[config.mk]
export PLATFORM = sky130hd
export DESIGN_NAME = sas_top
export DESIGN_NICKNAME = d
export VERILOG_FILES = /design/src/sas_pkg.sv /design/src/sas_tad_gen.sv /design/src/sas_sar.sv /design/src/sas_top.sv
export SDC_FILE = /design/constraint.sdc
export NUM_CORES = 1
export LEC_CHECK = 0
export ABC_AREA = 1
export BUFFER_PORTS_ARGS = -buffer_cell sky130_fd_sc_hd__buf_2
export CORE_MARGIN = 1.5
export CORE_UTILIZATION = 53
export CTS_BUF_LIST = sky130_fd_sc_hd__clkbuf_4
export DETAILED_ROUTE_END_ITERATION = 16
export GPL_ROUTABILITY_DRIVEN = 0
export PLACE_DENSITY_LB_ADDON = 0.2
export REMOVE_ABC_BUFFERS = 1
export SETUP_SLACK_MARGIN = 0.15
export SLEW_MARGIN = 40
export SYNTH_ARGS = -nofsm -noshare
export SYNTH_HDL_FRONTEND = slang
export SYNTH_SLANG_ARGS = --single-unit
[constraint.sdc]
create_clock -name clk -period 4.04 [get_ports clk]
set_clock_uncertainty 0.05 [all_clocks]
set_input_delay 0.606 -clock clk [delete_from_list [all_inputs] [get_ports clk]]
set_output_delay 0.606 -clock clk [all_outputs]
set_load 0.005 [all_outputs]
[src/sas_pkg.sv]
// Constants, types and register map of the 12-bit SAR converter sequencer.
// Assumes one 125 MHz clock that also serves as the converter oscillator.
// Behaviour
// - Reference field sits at bits five to four.
// - Reference codes pick supply or external references.
// - Pin field turns inputs digital from the top.
// - Acquisition field maps to zero to twenty periods.
// - Clock field picks oscillator divider or RC clock.
// - RC clock starts one instruction cycle late.
// - Reset restores registers and abandons any conversion.
// - Completion loads result, clears start, sets flag.
// - Programmed acquisition runs, then conversion starts itself.
// - Field zero converts at once; reset value zero.
// - Sampling resumes right after every finished conversion.
// - Only the start bit shows sequencer progress.
// - Thirteen bit periods make one twelve-bit result.
// - Result formed by successive approximation on sample.
// - Conversion continues in sleep only on RC clock.
// - Port read returns zero on analog pins.
// - Selected channel converts whatever its pin setting.
package sas_pkg;

	// ************************************************************
	// Timing.
	// ************************************************************
	localparam int CLK_PERIOD_NS = 8;   // System clock period.
	localparam int TCY_NS        = 32;  // One instruction cycle, four oscillator periods.
	localparam int TCY_CYCLES    = (TCY_NS + CLK_PERIOD_NS - 1) / CLK_PERIOD_NS;
	localparam int CONV_PERIODS  = 13;  // Bit periods per conversion.

	// ************************************************************
	// Register byte offsets and reset values.
	// ************************************************************
	localparam logic [7:0] OFS_MAIN   = 8'h00; // adc_main_control.
	localparam logic [7:0] OFS_REFPIN = 8'h04; // adc_ref_and_pin_config.
	localparam logic [7:0] OFS_TIMING = 8'h08; // adc_timing_and_format.
	localparam logic [7:0] OFS_RES_HI = 8'h0C; // result_high.
	localparam logic [7:0] OFS_RES_LO = 8'h10; // result_low.
	localparam logic [7:0] OFS_STATUS = 8'h14; // conversion_done_flag.
	localparam logic [7:0] OFS_PORT   = 8'h18; // Masked port read, low byte.
	localparam logic [7:0] OFS_PORT_H = 8'h1C; // Masked port read, high nibble.
	localparam logic [7:0] RST_MAIN   = 8'h00;
	localparam logic [7:0] RST_REFPIN = 8'h00;
	localparam logic [7:0] RST_TIMING = 8'h00;

	// ************************************************************
	// Field positions.
	// ************************************************************
	localparam int MAIN_ON_BIT  = 0; // Converter powered.
	localparam int MAIN_GO_BIT  = 1; // Start/done.
	localparam int MAIN_CHS_LSB = 2; // channel_select, four bits.
	localparam int REF_LSB      = 4; // ref_select, two bits.
	localparam int PCFG_LSB     = 0; // pin_analog_config, four bits.
	localparam int JUST_BIT     = 7; // result_justify.
	localparam int ACQ_LSB      = 3; // acq_time_select, three bits.
	localparam int CS_LSB       = 0; // conv_clock_select, three bits.
	localparam int FLAG_BIT     = 0; // conversion_done_flag.

	// Acquisition lengths in bit periods, indexed by the field.
	localparam logic [4:0] ACQ_TABLE [0:7] = '{5'd0, 5'd2, 5'd4, 5'd6,
		5'd8, 5'd12, 5'd16, 5'd20};

	// Oscillator divisor per clock code; zero marks the RC clock.
	localparam logic [6:0] DIV_TABLE [0:7] = '{7'd2, 7'd8, 7'd32, 7'd0,
		7'd4, 7'd16, 7'd64, 7'd0};

	localparam logic [1:0] RESP_OKAY   = 2'b00;
	localparam logic [1:0] RESP_SLVERR = 2'b10;

	// Signals towards the sample-and-hold and converter array.
	typedef struct packed {
		logic        sample;     // Hold capacitor tracks the input.
		logic [11:0] dac_code;   // Trial code for the comparator.
		logic        ref_hi_ext; // High reference from external pin.
		logic        ref_lo_ext; // Low reference from external pin.
		logic [3:0]  channel;    // Selected input.
	} sas_afe_s;

	typedef enum logic [1:0] {ST_SAMPLE, ST_RC_DLY, ST_ACQ, ST_CONV} sas_state_e;

endpackage

[src/sas_tad_gen.sv]
// Bit-period enable generator for the converter.
// Assumes rc_tick is a one-cycle pulse from the internal RC oscillator.
module sas_tad_gen
	import sas_pkg::*;
(
	input  wire logic       clk,
	input  wire logic       sys_rst,
	input  wire logic       run,       // Sequencer wants bit periods.
	input  wire logic       halt,      // Oscillator stopped by sleep.
	input  wire logic [2:0] clk_sel,   // conv_clock_select.
	input  wire logic       rc_tick,   // internal_rc_clock pulse.
	output logic            bit_tick   // One pulse per bit period.
);

	logic [6:0] cnt;      // Oscillator cycles into this period.
	wire  [6:0] divisor = DIV_TABLE[clk_sel];
	wire        rc_sel  = (divisor == 7'd0);
	wire        wrap    = (cnt == divisor - 7'd1);

	// ************************************************************
	// Divider.
	// ************************************************************
	// The count restarts whenever the sequencer pauses so that every
	// conversion begins on a full bit period.
	always_ff @(posedge clk)
	begin
		if (sys_rst || !run)
		begin
			cnt      <= 7'd0;
			bit_tick <= 1'b0;
		end
		else if (rc_sel)
		begin
			bit_tick <= rc_tick;
		end
		else if (halt)
		begin
			bit_tick <= 1'b0;
		end
		else
		begin
			cnt      <= wrap ? 7'd0 : cnt + 7'd1;
			bit_tick <= wrap;
		end
	end

endmodule

[src/sas_sar.sv]
// Successive-approximation register for the converter.
// Assumes cmp_above is high when the held sample is at or above dac_code.
module sas_sar
	import sas_pkg::*;
#(
	parameter int WIDTH = 12
)
(
	input  wire logic             clk,
	input  wire logic             sys_rst,
	input  wire logic             start,     // Begin a conversion.
	input  wire logic             abort,     // Drop the conversion.
	input  wire logic             bit_tick,  // One pulse per bit period.
	input  wire logic             cmp_above, // Comparator answer.
	output logic [WIDTH-1:0]      dac_code,  // Current trial code.
	output logic                  done,      // One-cycle completion pulse.
	output logic [WIDTH-1:0]      result     // Last finished result.
);

	// The step counter and the thirteen-period schedule serve twelve bits only.
	if (WIDTH != 12)
	begin : g_width_check
		$error("sas_sar serves only twelve-bit results");
	end

	logic       busy;  // Conversion under way.
	logic [3:0] step;  // Bit periods used so far.

	wire [3:0]       k     = 4'(WIDTH) - step;
	wire [WIDTH-1:0] trial = WIDTH'(1) << k;
	wire [WIDTH-1:0] kept  = cmp_above ? dac_code : (dac_code & ~trial);

	// ************************************************************
	// Approximation.
	// ************************************************************
	// Period zero sets the top trial; periods one to twelve each decide a
	// bit from the top down, thirteen periods in all.
	always_ff @(posedge clk)
	begin
		done <= 1'b0;
		if (sys_rst || abort)
		begin
			busy     <= 1'b0;
			step     <= 4'd0;
			dac_code <= '0;
			if (sys_rst)
				result <= '0;
		end
		else if (start)
		begin
			busy     <= 1'b1;
			step     <= 4'd0;
			dac_code <= '0;
		end
		else if (busy && bit_tick)
		begin
			step <= step + 4'd1;
			if (step == 4'd0)
				dac_code <= WIDTH'(1) << (WIDTH - 1);
			else if (step == 4'(CONV_PERIODS - 1))
			begin
				result <= kept;
				done   <= 1'b1;
				busy   <= 1'b0;
			end
			else
				dac_code <= kept | (trial >> 1);
		end
	end

endmodule

[src/sas_top.sv]
// Sequencer, register file and AXI4-Lite slave of the SAR converter.
// Assumes the analog side holds the sample while afe.sample is low and
// answers each trial code on cmp_above within one bit period.
module sas_top
	import sas_pkg::*;
(
	input  wire logic        clk,
	input  wire logic        sys_rst,
	// AXI4-Lite slave.
	input  wire logic [7:0]  s_axi_awaddr,
	input  wire logic        s_axi_awvalid,
	output logic             s_axi_awready,
	input  wire logic [31:0] s_axi_wdata,
	input  wire logic [3:0]  s_axi_wstrb,
	input  wire logic        s_axi_wvalid,
	output logic             s_axi_wready,
	output logic [1:0]       s_axi_bresp,
	output logic             s_axi_bvalid,
	input  wire logic        s_axi_bready,
	input  wire logic [7:0]  s_axi_araddr,
	input  wire logic        s_axi_arvalid,
	output logic             s_axi_arready,
	output logic [31:0]      s_axi_rdata,
	output logic [1:0]       s_axi_rresp,
	output logic             s_axi_rvalid,
	input  wire logic        s_axi_rready,
	// Device context.
	input  wire logic        sleep_mode,    // Core is asleep.
	input  wire logic        rc_tick,       // internal_rc_clock pulse.
	input  wire logic [11:0] port_pin_in,   // Digital input buffers.
	input  wire logic        cmp_above,     // Comparator answer.
	output sas_afe_s         afe,           // To the analog array.
	output logic [11:0]      pin_is_analog  // Per-input analog mode.
);

	// ************************************************************
	// Registers and state.
	// ************************************************************
	logic        adc_on;        // Converter powered.
	logic        go;            // Start/done bit.
	logic [3:0]  channel_select;
	logic [7:0]  adc_ref_and_pin_config;
	logic [7:0]  adc_timing_and_format;
	logic [7:0]  result_high;
	logic [7:0]  result_low;
	logic        conversion_done_flag;
	sas_state_e  state;
	logic [4:0]  acq_cnt;       // Bit periods of acquisition left.
	logic [2:0]  dly_cnt;       // Cycles of RC start delay left.
	logic        sar_start;     // Pulse into the approximation engine.
	logic        sar_abort;     // Pulse that drops a conversion.

	// AXI holding registers.
	logic        aw_held;
	logic        w_held;
	logic [7:0]  aw_addr;
	logic [7:0]  w_data;
	logic        w_lane0;

	// ************************************************************
	// Field decode.
	// ************************************************************
	wire [1:0] ref_select        = adc_ref_and_pin_config[REF_LSB +: 2];
	wire [3:0] pin_analog_config = adc_ref_and_pin_config[PCFG_LSB +: 4];
	wire       result_justify    = adc_timing_and_format[JUST_BIT];
	wire [2:0] acq_time_select   = adc_timing_and_format[ACQ_LSB +: 3];
	wire [2:0] conv_clock_select = adc_timing_and_format[CS_LSB +: 3];
	wire [4:0] acq_periods       = ACQ_TABLE[acq_time_select];
	wire       rc_selected       = (DIV_TABLE[conv_clock_select] == 7'd0);

	// Inputs whose number is below fifteen minus the code stay analog;
	// codes up to three leave all twelve analog.
	wire [4:0] analog_limit = (pin_analog_config <= 4'd3) ? 5'd12
		: 5'd15 - {1'b0, pin_analog_config};
	wire [11:0] next_analog;

	genvar gi;
	generate
		for (gi = 0; gi < 12; gi++)
		begin : g_pin
			assign next_analog[gi] = (5'(gi) < analog_limit);
		end
	endgenerate

	// ************************************************************
	// Bus decode.
	// ************************************************************
	wire       wr_fire   = aw_held && w_held && !s_axi_bvalid;
	wire       wr_main   = wr_fire && w_lane0 && (aw_addr == OFS_MAIN);
	wire       wr_refpin = wr_fire && w_lane0 && (aw_addr == OFS_REFPIN);
	wire       wr_timing = wr_fire && w_lane0 && (aw_addr == OFS_TIMING);
	wire       wr_status = wr_fire && w_lane0 && (aw_addr == OFS_STATUS);
	wire       wr_known  = (aw_addr == OFS_MAIN) || (aw_addr == OFS_REFPIN)
		|| (aw_addr == OFS_TIMING) || (aw_addr == OFS_STATUS)
		|| (aw_addr == OFS_RES_HI) || (aw_addr == OFS_RES_LO)
		|| (aw_addr == OFS_PORT) || (aw_addr == OFS_PORT_H);
	wire       go_write  = wr_main && w_data[MAIN_GO_BIT];
	wire       start_req = go_write && !go && adc_on;
	// Clearing the start bit or switching off drops a running conversion.
	wire       stop_req  = wr_main && go
		&& (!w_data[MAIN_GO_BIT] || !w_data[MAIN_ON_BIT]);

	// Analog pins read as zero in the port view.
	wire [11:0] port_view = port_pin_in & ~pin_is_analog;

	// Only the start bit tells software where the sequencer is.
	wire [7:0] main_view = {2'b00, channel_select, go, adc_on};
	wire       rd_known;
	wire [7:0] rd_byte =
		(s_axi_araddr == OFS_MAIN)   ? main_view :
		(s_axi_araddr == OFS_REFPIN) ? (adc_ref_and_pin_config & 8'h3F) :
		(s_axi_araddr == OFS_TIMING) ? (adc_timing_and_format & 8'hBF) :
		(s_axi_araddr == OFS_RES_HI) ? result_high :
		(s_axi_araddr == OFS_RES_LO) ? result_low :
		(s_axi_araddr == OFS_STATUS) ? {7'h00, conversion_done_flag} :
		(s_axi_araddr == OFS_PORT)   ? port_view[7:0] :
		(s_axi_araddr == OFS_PORT_H) ? {4'h0, port_view[11:8]} : 8'h00;
	assign rd_known = (s_axi_araddr == OFS_MAIN) || (s_axi_araddr == OFS_REFPIN)
		|| (s_axi_araddr == OFS_TIMING) || (s_axi_araddr == OFS_RES_HI)
		|| (s_axi_araddr == OFS_RES_LO) || (s_axi_araddr == OFS_STATUS)
		|| (s_axi_araddr == OFS_PORT) || (s_axi_araddr == OFS_PORT_H);

	// ************************************************************
	// Converter engines.
	// ************************************************************
	wire        tad_run = (state == ST_ACQ) || (state == ST_CONV);
	// Without the RC clock the oscillator stops in sleep and so do we.
	wire        tad_halt = sleep_mode && !rc_selected;
	wire        bit_tick;
	wire        sar_done;
	wire [11:0] sar_code;
	wire [11:0] sar_result;

	sas_tad_gen u_tad (
		.clk      (clk),
		.sys_rst  (sys_rst),
		.run      (tad_run),
		.halt     (tad_halt),
		.clk_sel  (conv_clock_select),
		.rc_tick  (rc_tick),
		.bit_tick (bit_tick)
	);

	sas_sar #(.WIDTH(12)) u_sar (
		.clk       (clk),
		.sys_rst   (sys_rst),
		.start     (sar_start),
		.abort     (sar_abort),
		.bit_tick  (bit_tick),
		.cmp_above (cmp_above),
		.dac_code  (sar_code),
		.done      (sar_done),
		.result    (sar_result)
	);

	// Justified result pair.
	wire [7:0] next_res_hi = result_justify ? {4'h0, sar_result[11:8]}
		: sar_result[11:4];
	wire [7:0] next_res_lo = result_justify ? sar_result[7:0]
		: {sar_result[3:0], 4'h0};

	// ************************************************************
	// Sequencer.
	// ************************************************************
	// A start goes through the RC delay when that clock is chosen, then
	// through acquisition when one is programmed, then into conversion.
	wire after_dly_acq = (acq_periods != 5'd0);

	always_ff @(posedge clk)
	begin
		sar_start <= 1'b0;
		sar_abort <= 1'b0;
		if (sys_rst)
		begin
			state   <= ST_SAMPLE;
			acq_cnt <= 5'd0;
			dly_cnt <= 3'd0;
		end
		else if (stop_req)
		begin
			state     <= ST_SAMPLE;
			sar_abort <= 1'b1;
		end
		else
		begin
			case (state)
				ST_SAMPLE:
				begin
					if (start_req && rc_selected)
					begin
						state   <= ST_RC_DLY;
						dly_cnt <= 3'(TCY_CYCLES - 1);
					end
					else if (start_req && after_dly_acq)
					begin
						state   <= ST_ACQ;
						acq_cnt <= acq_periods;
					end
					else if (start_req)
					begin
						state     <= ST_CONV;
						sar_start <= 1'b1;
					end
				end
				ST_RC_DLY:
				begin
					if (dly_cnt != 3'd0)
						dly_cnt <= dly_cnt - 3'd1;
					else if (after_dly_acq)
					begin
						state   <= ST_ACQ;
						acq_cnt <= acq_periods;
					end
					else
					begin
						state     <= ST_CONV;
						sar_start <= 1'b1;
					end
				end
				ST_ACQ:
				begin
					if (bit_tick && acq_cnt == 5'd1)
					begin
						state     <= ST_CONV;
						sar_start <= 1'b1;
					end
					else if (bit_tick)
						acq_cnt <= acq_cnt - 5'd1;
				end
				ST_CONV:
				begin
					if (sar_done)
						state <= ST_SAMPLE;
				end
				default:
					state <= ST_SAMPLE;
			endcase
		end
	end

	// ************************************************************
	// Control registers.
	// ************************************************************
	// The start bit stays set from the write until done or abort.
	always_ff @(posedge clk)
	begin
		if (sys_rst)
		begin
			adc_on                 <= RST_MAIN[MAIN_ON_BIT];
			go                     <= RST_MAIN[MAIN_GO_BIT];
			channel_select         <= RST_MAIN[MAIN_CHS_LSB +: 4];
			adc_ref_and_pin_config <= RST_REFPIN;
			adc_timing_and_format  <= RST_TIMING;
		end
		else
		begin
			if (wr_main)
			begin
				adc_on         <= w_data[MAIN_ON_BIT];
				channel_select <= w_data[MAIN_CHS_LSB +: 4];
			end
			if (sar_done && state == ST_CONV)
				go <= 1'b0;
			else if (stop_req)
				go <= 1'b0;
			else if (start_req)
				go <= 1'b1;
			if (wr_refpin)
				adc_ref_and_pin_config <= w_data;
			if (wr_timing)
				adc_timing_and_format <= w_data;
		end
	end

	// Completion loads the pair and raises the flag; a completion in the
	// same cycle as a software clear keeps the flag set.
	always_ff @(posedge clk)
	begin
		if (sys_rst)
		begin
			result_high          <= 8'h00;
			result_low           <= 8'h00;
			conversion_done_flag <= 1'b0;
		end
		else if (sar_done && state == ST_CONV)
		begin
			result_high          <= next_res_hi;
			result_low           <= next_res_lo;
			conversion_done_flag <= 1'b1;
		end
		else if (wr_status && w_data[FLAG_BIT])
			conversion_done_flag <= 1'b0;
	end

	// ************************************************************
	// Analog outputs.
	// ************************************************************
	// The channel goes out unmasked: a digital or driven pin converts too.
	always_ff @(posedge clk)
	begin
		if (sys_rst)
		begin
			afe           <= '0;
			pin_is_analog <= 12'hFFF;
		end
		else
		begin
			afe.sample     <= adc_on && !(state == ST_CONV);
			afe.dac_code   <= sar_code;
			afe.ref_hi_ext <= ref_select[0];
			afe.ref_lo_ext <= ref_select[1];
			afe.channel    <= channel_select;
			pin_is_analog  <= next_analog;
		end
	end

	// ************************************************************
	// AXI4-Lite write channel.
	// ************************************************************
	// Address and data are taken in either order and answered together.
	always_ff @(posedge clk)
	begin
		if (sys_rst)
		begin
			aw_held       <= 1'b0;
			w_held        <= 1'b0;
			aw_addr       <= 8'h00;
			w_data        <= 8'h00;
			w_lane0       <= 1'b0;
			s_axi_awready <= 1'b1;
			s_axi_wready  <= 1'b1;
			s_axi_bvalid  <= 1'b0;
			s_axi_bresp   <= RESP_OKAY;
		end
		else
		begin
			if (s_axi_awvalid && s_axi_awready)
			begin
				aw_held       <= 1'b1;
				aw_addr       <= {s_axi_awaddr[7:2], 2'b00};
				s_axi_awready <= 1'b0;
			end
			if (s_axi_wvalid && s_axi_wready)
			begin
				w_held       <= 1'b1;
				w_data       <= s_axi_wdata[7:0];
				w_lane0      <= s_axi_wstrb[0];
				s_axi_wready <= 1'b0;
			end
			if (wr_fire)
			begin
				aw_held      <= 1'b0;
				w_held       <= 1'b0;
				s_axi_bvalid <= 1'b1;
				s_axi_bresp  <= wr_known ? RESP_OKAY : RESP_SLVERR;
			end
			if (s_axi_bvalid && s_axi_bready)
			begin
				s_axi_bvalid  <= 1'b0;
				s_axi_awready <= 1'b1;
				s_axi_wready  <= 1'b1;
			end
		end
	end

	// ************************************************************
	// AXI4-Lite read channel.
	// ************************************************************
	// One read at a time; the address is refused while data waits.
	always_ff @(posedge clk)
	begin
		if (sys_rst)
		begin
			s_axi_arready <= 1'b1;
			s_axi_rvalid  <= 1'b0;
			s_axi_rdata   <= 32'h0000_0000;
			s_axi_rresp   <= RESP_OKAY;
		end
		else if (s_axi_arvalid && s_axi_arready)
		begin
			s_axi_arready <= 1'b0;
			s_axi_rvalid  <= 1'b1;
			s_axi_rdata   <= {24'h00_0000, rd_byte};
			s_axi_rresp   <= rd_known ? RESP_OKAY : RESP_SLVERR;
		end
		else if (s_axi_rvalid && s_axi_rready)
		begin
			s_axi_rvalid  <= 1'b0;
			s_axi_arready <= 1'b1;
		end
	end

endmodule

======== After elaboration in Yosys (flattened, before gate mapping) ========
Memories as Yosys holds them, arrays and structs flattened.
Cells that the tools add are included.
word-level totals
  logic and storage cells ................. 255
  bits in registers ....................... 152
  output and inout bits ................... 72
  bits in read-only memories .............. 96
  memories ................................ 2
  input bits .............................. 74
cells by class
  shifts and indexed selects .............. 1
  reductions and logical operators ........ 78
  bitwise operators ....................... 11
  equality and inequality tests ........... 36
  multiplexer cells ....................... 66
  order comparisons ....................... 15
  add/subtract/negate cells ............... 7
memories
  memory           depth  width  read ports  clocked after memory_dff  wr ports  RTL line           source
  (no name shown)  8      7      1           0                         0         sas_tad_gen.sv:16  wire [6:0] divisor = DIV_TABLE[clk_sel];
  (no name shown)  8      5      1           0                         0         sas_top.sv:68      wire [4:0] acq_periods = ACQ_TABLE[acq_time_select];
operators with widths
  operator                                                    number
  2-to-1 mux 12 bit                                           9
  2-to-1 mux 8 bit                                            9
  2-to-1 mux 5 bit                                            9
  == test 8 x 5 -> 1 bit (second input constant)              4
  logical AND 1 bit                                           25
  bitwise AND 12 bit                                          2
  == test 6 x 3 -> 1 bit (second input constant)              4
  NOT 12 bit                                                  2
  2-to-1 mux 1 bit                                            21
  2-to-1 mux 7 bit                                            3
  less-than comparator 3 x 5 -> 1 bit (first input constant)  4
  less-than comparator 4 x 5 -> 1 bit (first input constant)  4
  logical OR 1 bit                                            18
  != test 2 bit (second input constant)                       9
  == test 8 x 4 -> 1 bit (second input constant)              2
  zero test 8 bit                                             2
  2-to-1 mux 2 bit                                            8
  one-hot mux 5 bit (3 select lines)                          1
  nonzero test 2 bit                                          7
  == test 6 x 2 -> 1 bit (second input constant)              2
  != test 2 x 1 -> 1 bit (second input constant)              6
  bitwise OR 12 x 11 -> 12 bit                                1
  left shift 1 x 4 -> 12 bit (first input constant)           1
  less-than comparator 1 x 5 -> 1 bit (first input constant)  2
  other kinds (39)                                            59

======== Logic depth before layout (Yosys ltp) ========
  depth in word-level cells ............... 11
  gate-level depth with buffers ........... 12
  depth with buffers taken out ............ 12

======== By module ========
Synthesis repeated with hierarchy kept, for this count alone.
unflattened totals
  cell total of the unflattened synthesis .. 981
  area, all modules ....................... 7278.2 um2
by module, submodules not included
  module       area each (um2)  cells an instance  instances
  sas_top      5021.1           681                1
  sas_sar      1649.1           197                1
  sas_tad_gen  608.1            103                1

======== Worst setup path before layout ========
OpenSTA, ideal clock, no wires.
  path type ............................... reg2reg
  start ................................... register u_sar.step[0]
  end ..................................... register u_sar.result[0] (enable)
  clock period less this slack ............ 2457 ps
  data arrival time ....................... 2009 ps
  buffers on the path ..................... 0
  cell stages (with the launch flop) ...... 9
  slack ................................... 1583 ps
  path through ............................ dfxtp_1 > inv_1 > ha_1 > nand2_1 > nor2_1 > inv_1 > nor4_1 > inv_1 > o21ai_0
between the ends
  cells in the longest elaborated chain, start to end .. 3
  elaborated cells on any way between the ends .. 5
  classes of those cells .................. 2 x eq/ne; 3 x reduce/logical
RTL lines
  what                                                                           RTL line                      source
  start: declaration                                                             sas_sar.sv:27                 logic [3:0] step;
  start signal: assignment                                                       sas_sar.sv:57                 step <= step + 4'd1;
  zero test 4 bit or == test 4 bit (tied branches)                               sas_sar.sv:58, sas_sar.sv:60
  != test 2 x 1 -> 1 bit (no source line) or nonzero test 2 bit (tied branches)  n/a
  AND reduction 5 bit (no source line) *                                         n/a
  end signal: assignment                                                         sas_sar.sv:62                 result <= kept;
  end: declaration                                                               sas_sar.sv:17                 output logic [WIDTH-1:0] result
Every way passes the cells marked *; elsewhere a longest branch is shown, timed or not.
A chain may end at the register's enable or synchronous reset.

======== Worst setup path after layout ========
  start ................................... register u_sar.step[0]
  end ..................................... register u_sar.dac_code[2]
between the ends
  cells in the longest elaborated chain, start to end .. 8
  elaborated cells on any way between the ends .. 12
  classes of those cells .................. 1 x add/sub; 2 x eq/ne; 1 x shift; 3 x mux; 3 x bitwise; 2 x reduce/logical
RTL lines
  what                          RTL line       source
  subtractor 4 bit              sas_sar.sv:29  wire [3:0] k = 4'(WIDTH) - step;
  left shift 1 x 4 -> 12 bit    sas_sar.sv:30  wire [WIDTH-1:0] trial = WIDTH'(1) << k;
  NOT 12 bit                    sas_sar.sv:31  wire [WIDTH-1:0] kept = cmp_above ? dac_code : (dac_code & ~trial);
  bitwise AND 12 bit            sas_sar.sv:31
  2-to-1 mux 12 bit             sas_sar.sv:31
  bitwise OR 12 x 11 -> 12 bit  sas_sar.sv:67  dac_code <= kept | (trial >> 1);
  2-to-1 mux 12 bit             sas_sar.sv:60  else if (step == 4'(CONV_PERIODS - 1))
  2-to-1 mux 12 bit             sas_sar.sv:58  if (step == 4'd0)
  end signal: assignment        sas_sar.sv:59  dac_code <= WIDTH'(1) << (WIDTH - 1);
  end signal: assignment        sas_sar.sv:67
  end: declaration              sas_sar.sv:15  output logic [WIDTH-1:0] dac_code,
Several ways; a longest one is shown, not always the timed one. The select of a mux whose other input is x is not followed.

==> flow_metrics.tcl <==
set metrics [dict create \
    synth_top_family_by_area "simple AND/OR/NAND/NOR gates" \
    finalPower_w 0.00309 \
    hold_violations 0 \
    core-area_sq_um 12800 \
    cp.arrival_ps 2740 \
    via_count 6040 \
    seq_area_sq_um 3080 \
    outcome "finished, final reports clean" \
    cts_hold_buffers 0 \
    synth-xor-area-share 0.0175 \
    max_cap_viol_count 0 \
    io_pins 146 \
    rsz0062_at_grt "false" \
    nNetsFinal 1119 \
    critical_path_class "reg2reg" \
    async_reset_ff_frac 0 \
    remaining_drc_errors 0 \
    rows 41 \
    setup_ws_ps 1710 \
    cts_buffer_depth 2 \
    cts.sinks 148 \
    final_cell_area_sq_um 7780 \
    r2r_slack_ps 1710 \
    io_buffers 89 \
    place_area_sq_um 7470 \
    place_hpwl_mm 11.5 \
    drt-pass1-iter-count 6 \
    final_common_cell "nand2_1" \
    clk_pin_slew_ps 130 \
    yosys_warnings 0 \
    multi_input_area_sq_um 3230 \
    numCtsBuffers 17 \
    track_usage 0.223 \
    dp_slack_ps 1730 \
    netlist_area_sq_um 7020 \
    synth-seq-area-share 0.439 \
    synth-edff-count 12 \
    final_cell_mix "nand2_1 (196), dfxtp_1 (136), inv_1 (112), nor2_1 (112), a21oi_1 (90)" \
    die_y_um 118 \
    critPathLaunchType "flop" \
    syn_inst 947 \
    ir_drop_v 0.000212 \
    synth-simple-area-share 0.266 \
    fin_tns_setup_ps 0 \
    synthFlopType "dfxtp_1" \
    clk_latency_ps 550 \
    fin_crit_ps 2330 \
    p_leak_nw 3.41 \
    gr-total-overflow 0 \
    drt_first_iter_violations 407 \
    post_cts_buffers 0 \
    slew_viol_final 0 \
    cts_root_buffer "clkbuf_4" \
    hold_class "in2reg" \
    pwr_density_cell_nw_per_um2 398 \
    setup_violations 0 \
    nFillCells 1248 \
    cts_tree "done" \
    cts_resized 0 \
    wirelength_mm 15.2 \
    fin_crit_sh 0.576 \
    crit_fanout 13 \
    grt_pass1_wl_mm 25.5 \
    synth_fa_ha_area_frac 0.0285 \
    h-tree-depth 4 \
    drive_gt1_frac 0.167 \
    antenna_found_initial 1 \
    required_ps 4460 \
    worst_slew_pin_slew_ps 741 \
    synth_mux_area_frac 0 \
    syn-mean-instance-area_sq_um 7.41 \
    max_freq_mhz 430 \
    wl_per_cell_um 12.6 \
    synthToLayoutAreaGrowth_pct 10.8 \
    synth.distinct_cells 45 \
    synth.ff_latch_count 148 \
    die_w_um 118 \
    start_util 0.550 \
    dieArea_sq_um 13900 \
    grt_max_degree 41 \
    synth_compound_gate_area_share 0.134 \
    worst_setup_path_end_kind "flop" \
    postRouteAntennaNets 0 \
    vias_per_cell 4.98 \
    grt_pass1_vias 5508 \
    max_slew_margin 0.504 \
]
[flip-flops by register name, indices dropped and copies added (netlist names), 2 cells and up]
name / count
channel_select: 4
adc_timing_and_format: 7
u_sar.result: 12
w_data: 7
result_high: 8
u_sar.dac_code: 12
aw_addr: 6
state: 2
u_tad.cnt: 7
acq_cnt: 5
dly_cnt: 3
pin_is_analog: 12
adc_ref_and_pin_config: 6
afe: 19
u_sar.step: 4
s_axi_rdata: 8
result_low: 8
[worst max-delay path, stage by stage, from the launching register on]
cell,delay [ps]
dfxtp_1,440
inv_1,120
ha_1,220
nand2_1,90
nor2_1,40
inv_1,80
nand2_1,260
nor2_1,670
nand2_1,130
a21oi_1,150
[Yosys cell counts, types with 10 or more instances]
cell type	instances	area [sq um]
nand2_1	196	736
o211ai_1	10	75.1
inv_1	112	420
nor2_1	112	420
inv_2	14	52.6
nand4_1	11	68.8
buf_4	28	210
ha_1	16	200
nand3_1	51	255
a21oi_1	90	450
o21ai_1	10	50.1
edfxtp_1	12	360
o21ai_0	42	210
dfxtp_1	136	2720
clkbuf_1	16	60.1
[power breakdown]
group          leakage [nW]  internal [W]  switching, W
registers              1.23       0.00154     0.0000451
clock network         0.149      0.000432      0.000523
logic                  2.03      0.000191      0.000359
total                  3.41       0.00216      0.000927
[final cells by class]
cell class / count / area share
antenna: 1 / 0.000322
clock buffer: 18 / 0.0174
clock inverter: 13 / 0.0204
inverter: 126 / 0.0608
multi-input combinational: 643 / 0.416
sequential: 148 / 0.396
tap: 172 / 0.0277
timing repair buffer: 93 / 0.0611
[cell families (layout without fill, tap and decap cells)]
kind of cell | Yosys count | after routing
adder cells (fa/ha/maj) | 16 | 16
buffers and inverters | 181 | 250
AO/OA/AOI/OAI | 171 | 171
XOR/XNOR | 14 | 14
other | 1 | 27
AND/OR/NAND/NOR | 416 | 416
flip-flops | 148 | 148
[per-stage QoR]
| stage | hold WS [ps] | utilization | cells |
|---|---|---|---|
| finish | 246 | 0.609 | 1214 |
| CTS | 214 | 0.608 | 1212 |
| floorplan | 363 | - | 917 |
| global placement | 384 | 0.585 | 1181 |
| detailed placement | 384 | 0.585 | 1181 |
| global route | 227 | 0.609 | 1214 |
[path summary, 6_finish.rpt]
check	endpoint	cells after the start	start
setup reg to reg	u_sar.dac_code[2]$_SDFFE_PP0P_	9	u_sar.step[0]$_SDFFE_PP0P_
hold reg to reg	afe[15]$_SDFF_PP0_	2	u_sar.dac_code[9]$_SDFFE_PP0P_
hold / removal	u_tad.bit_tick$_SDFF_PP0_	3	rc_tick
setup / recovery	u_sar.dac_code[2]$_SDFFE_PP0P_	9	u_sar.step[0]$_SDFFE_PP0P_
[routing by layer]
layer  up-vias  GRT usage  share of wire
met2       154      0.366           0.47
li1       3156          -              -
met5         -          0              0
met3        22     0.0441          0.046
met4         0     0.0808          0.020
met1      2708      0.292           0.47
Note: power is estimated with default switching activity, not from simulation.
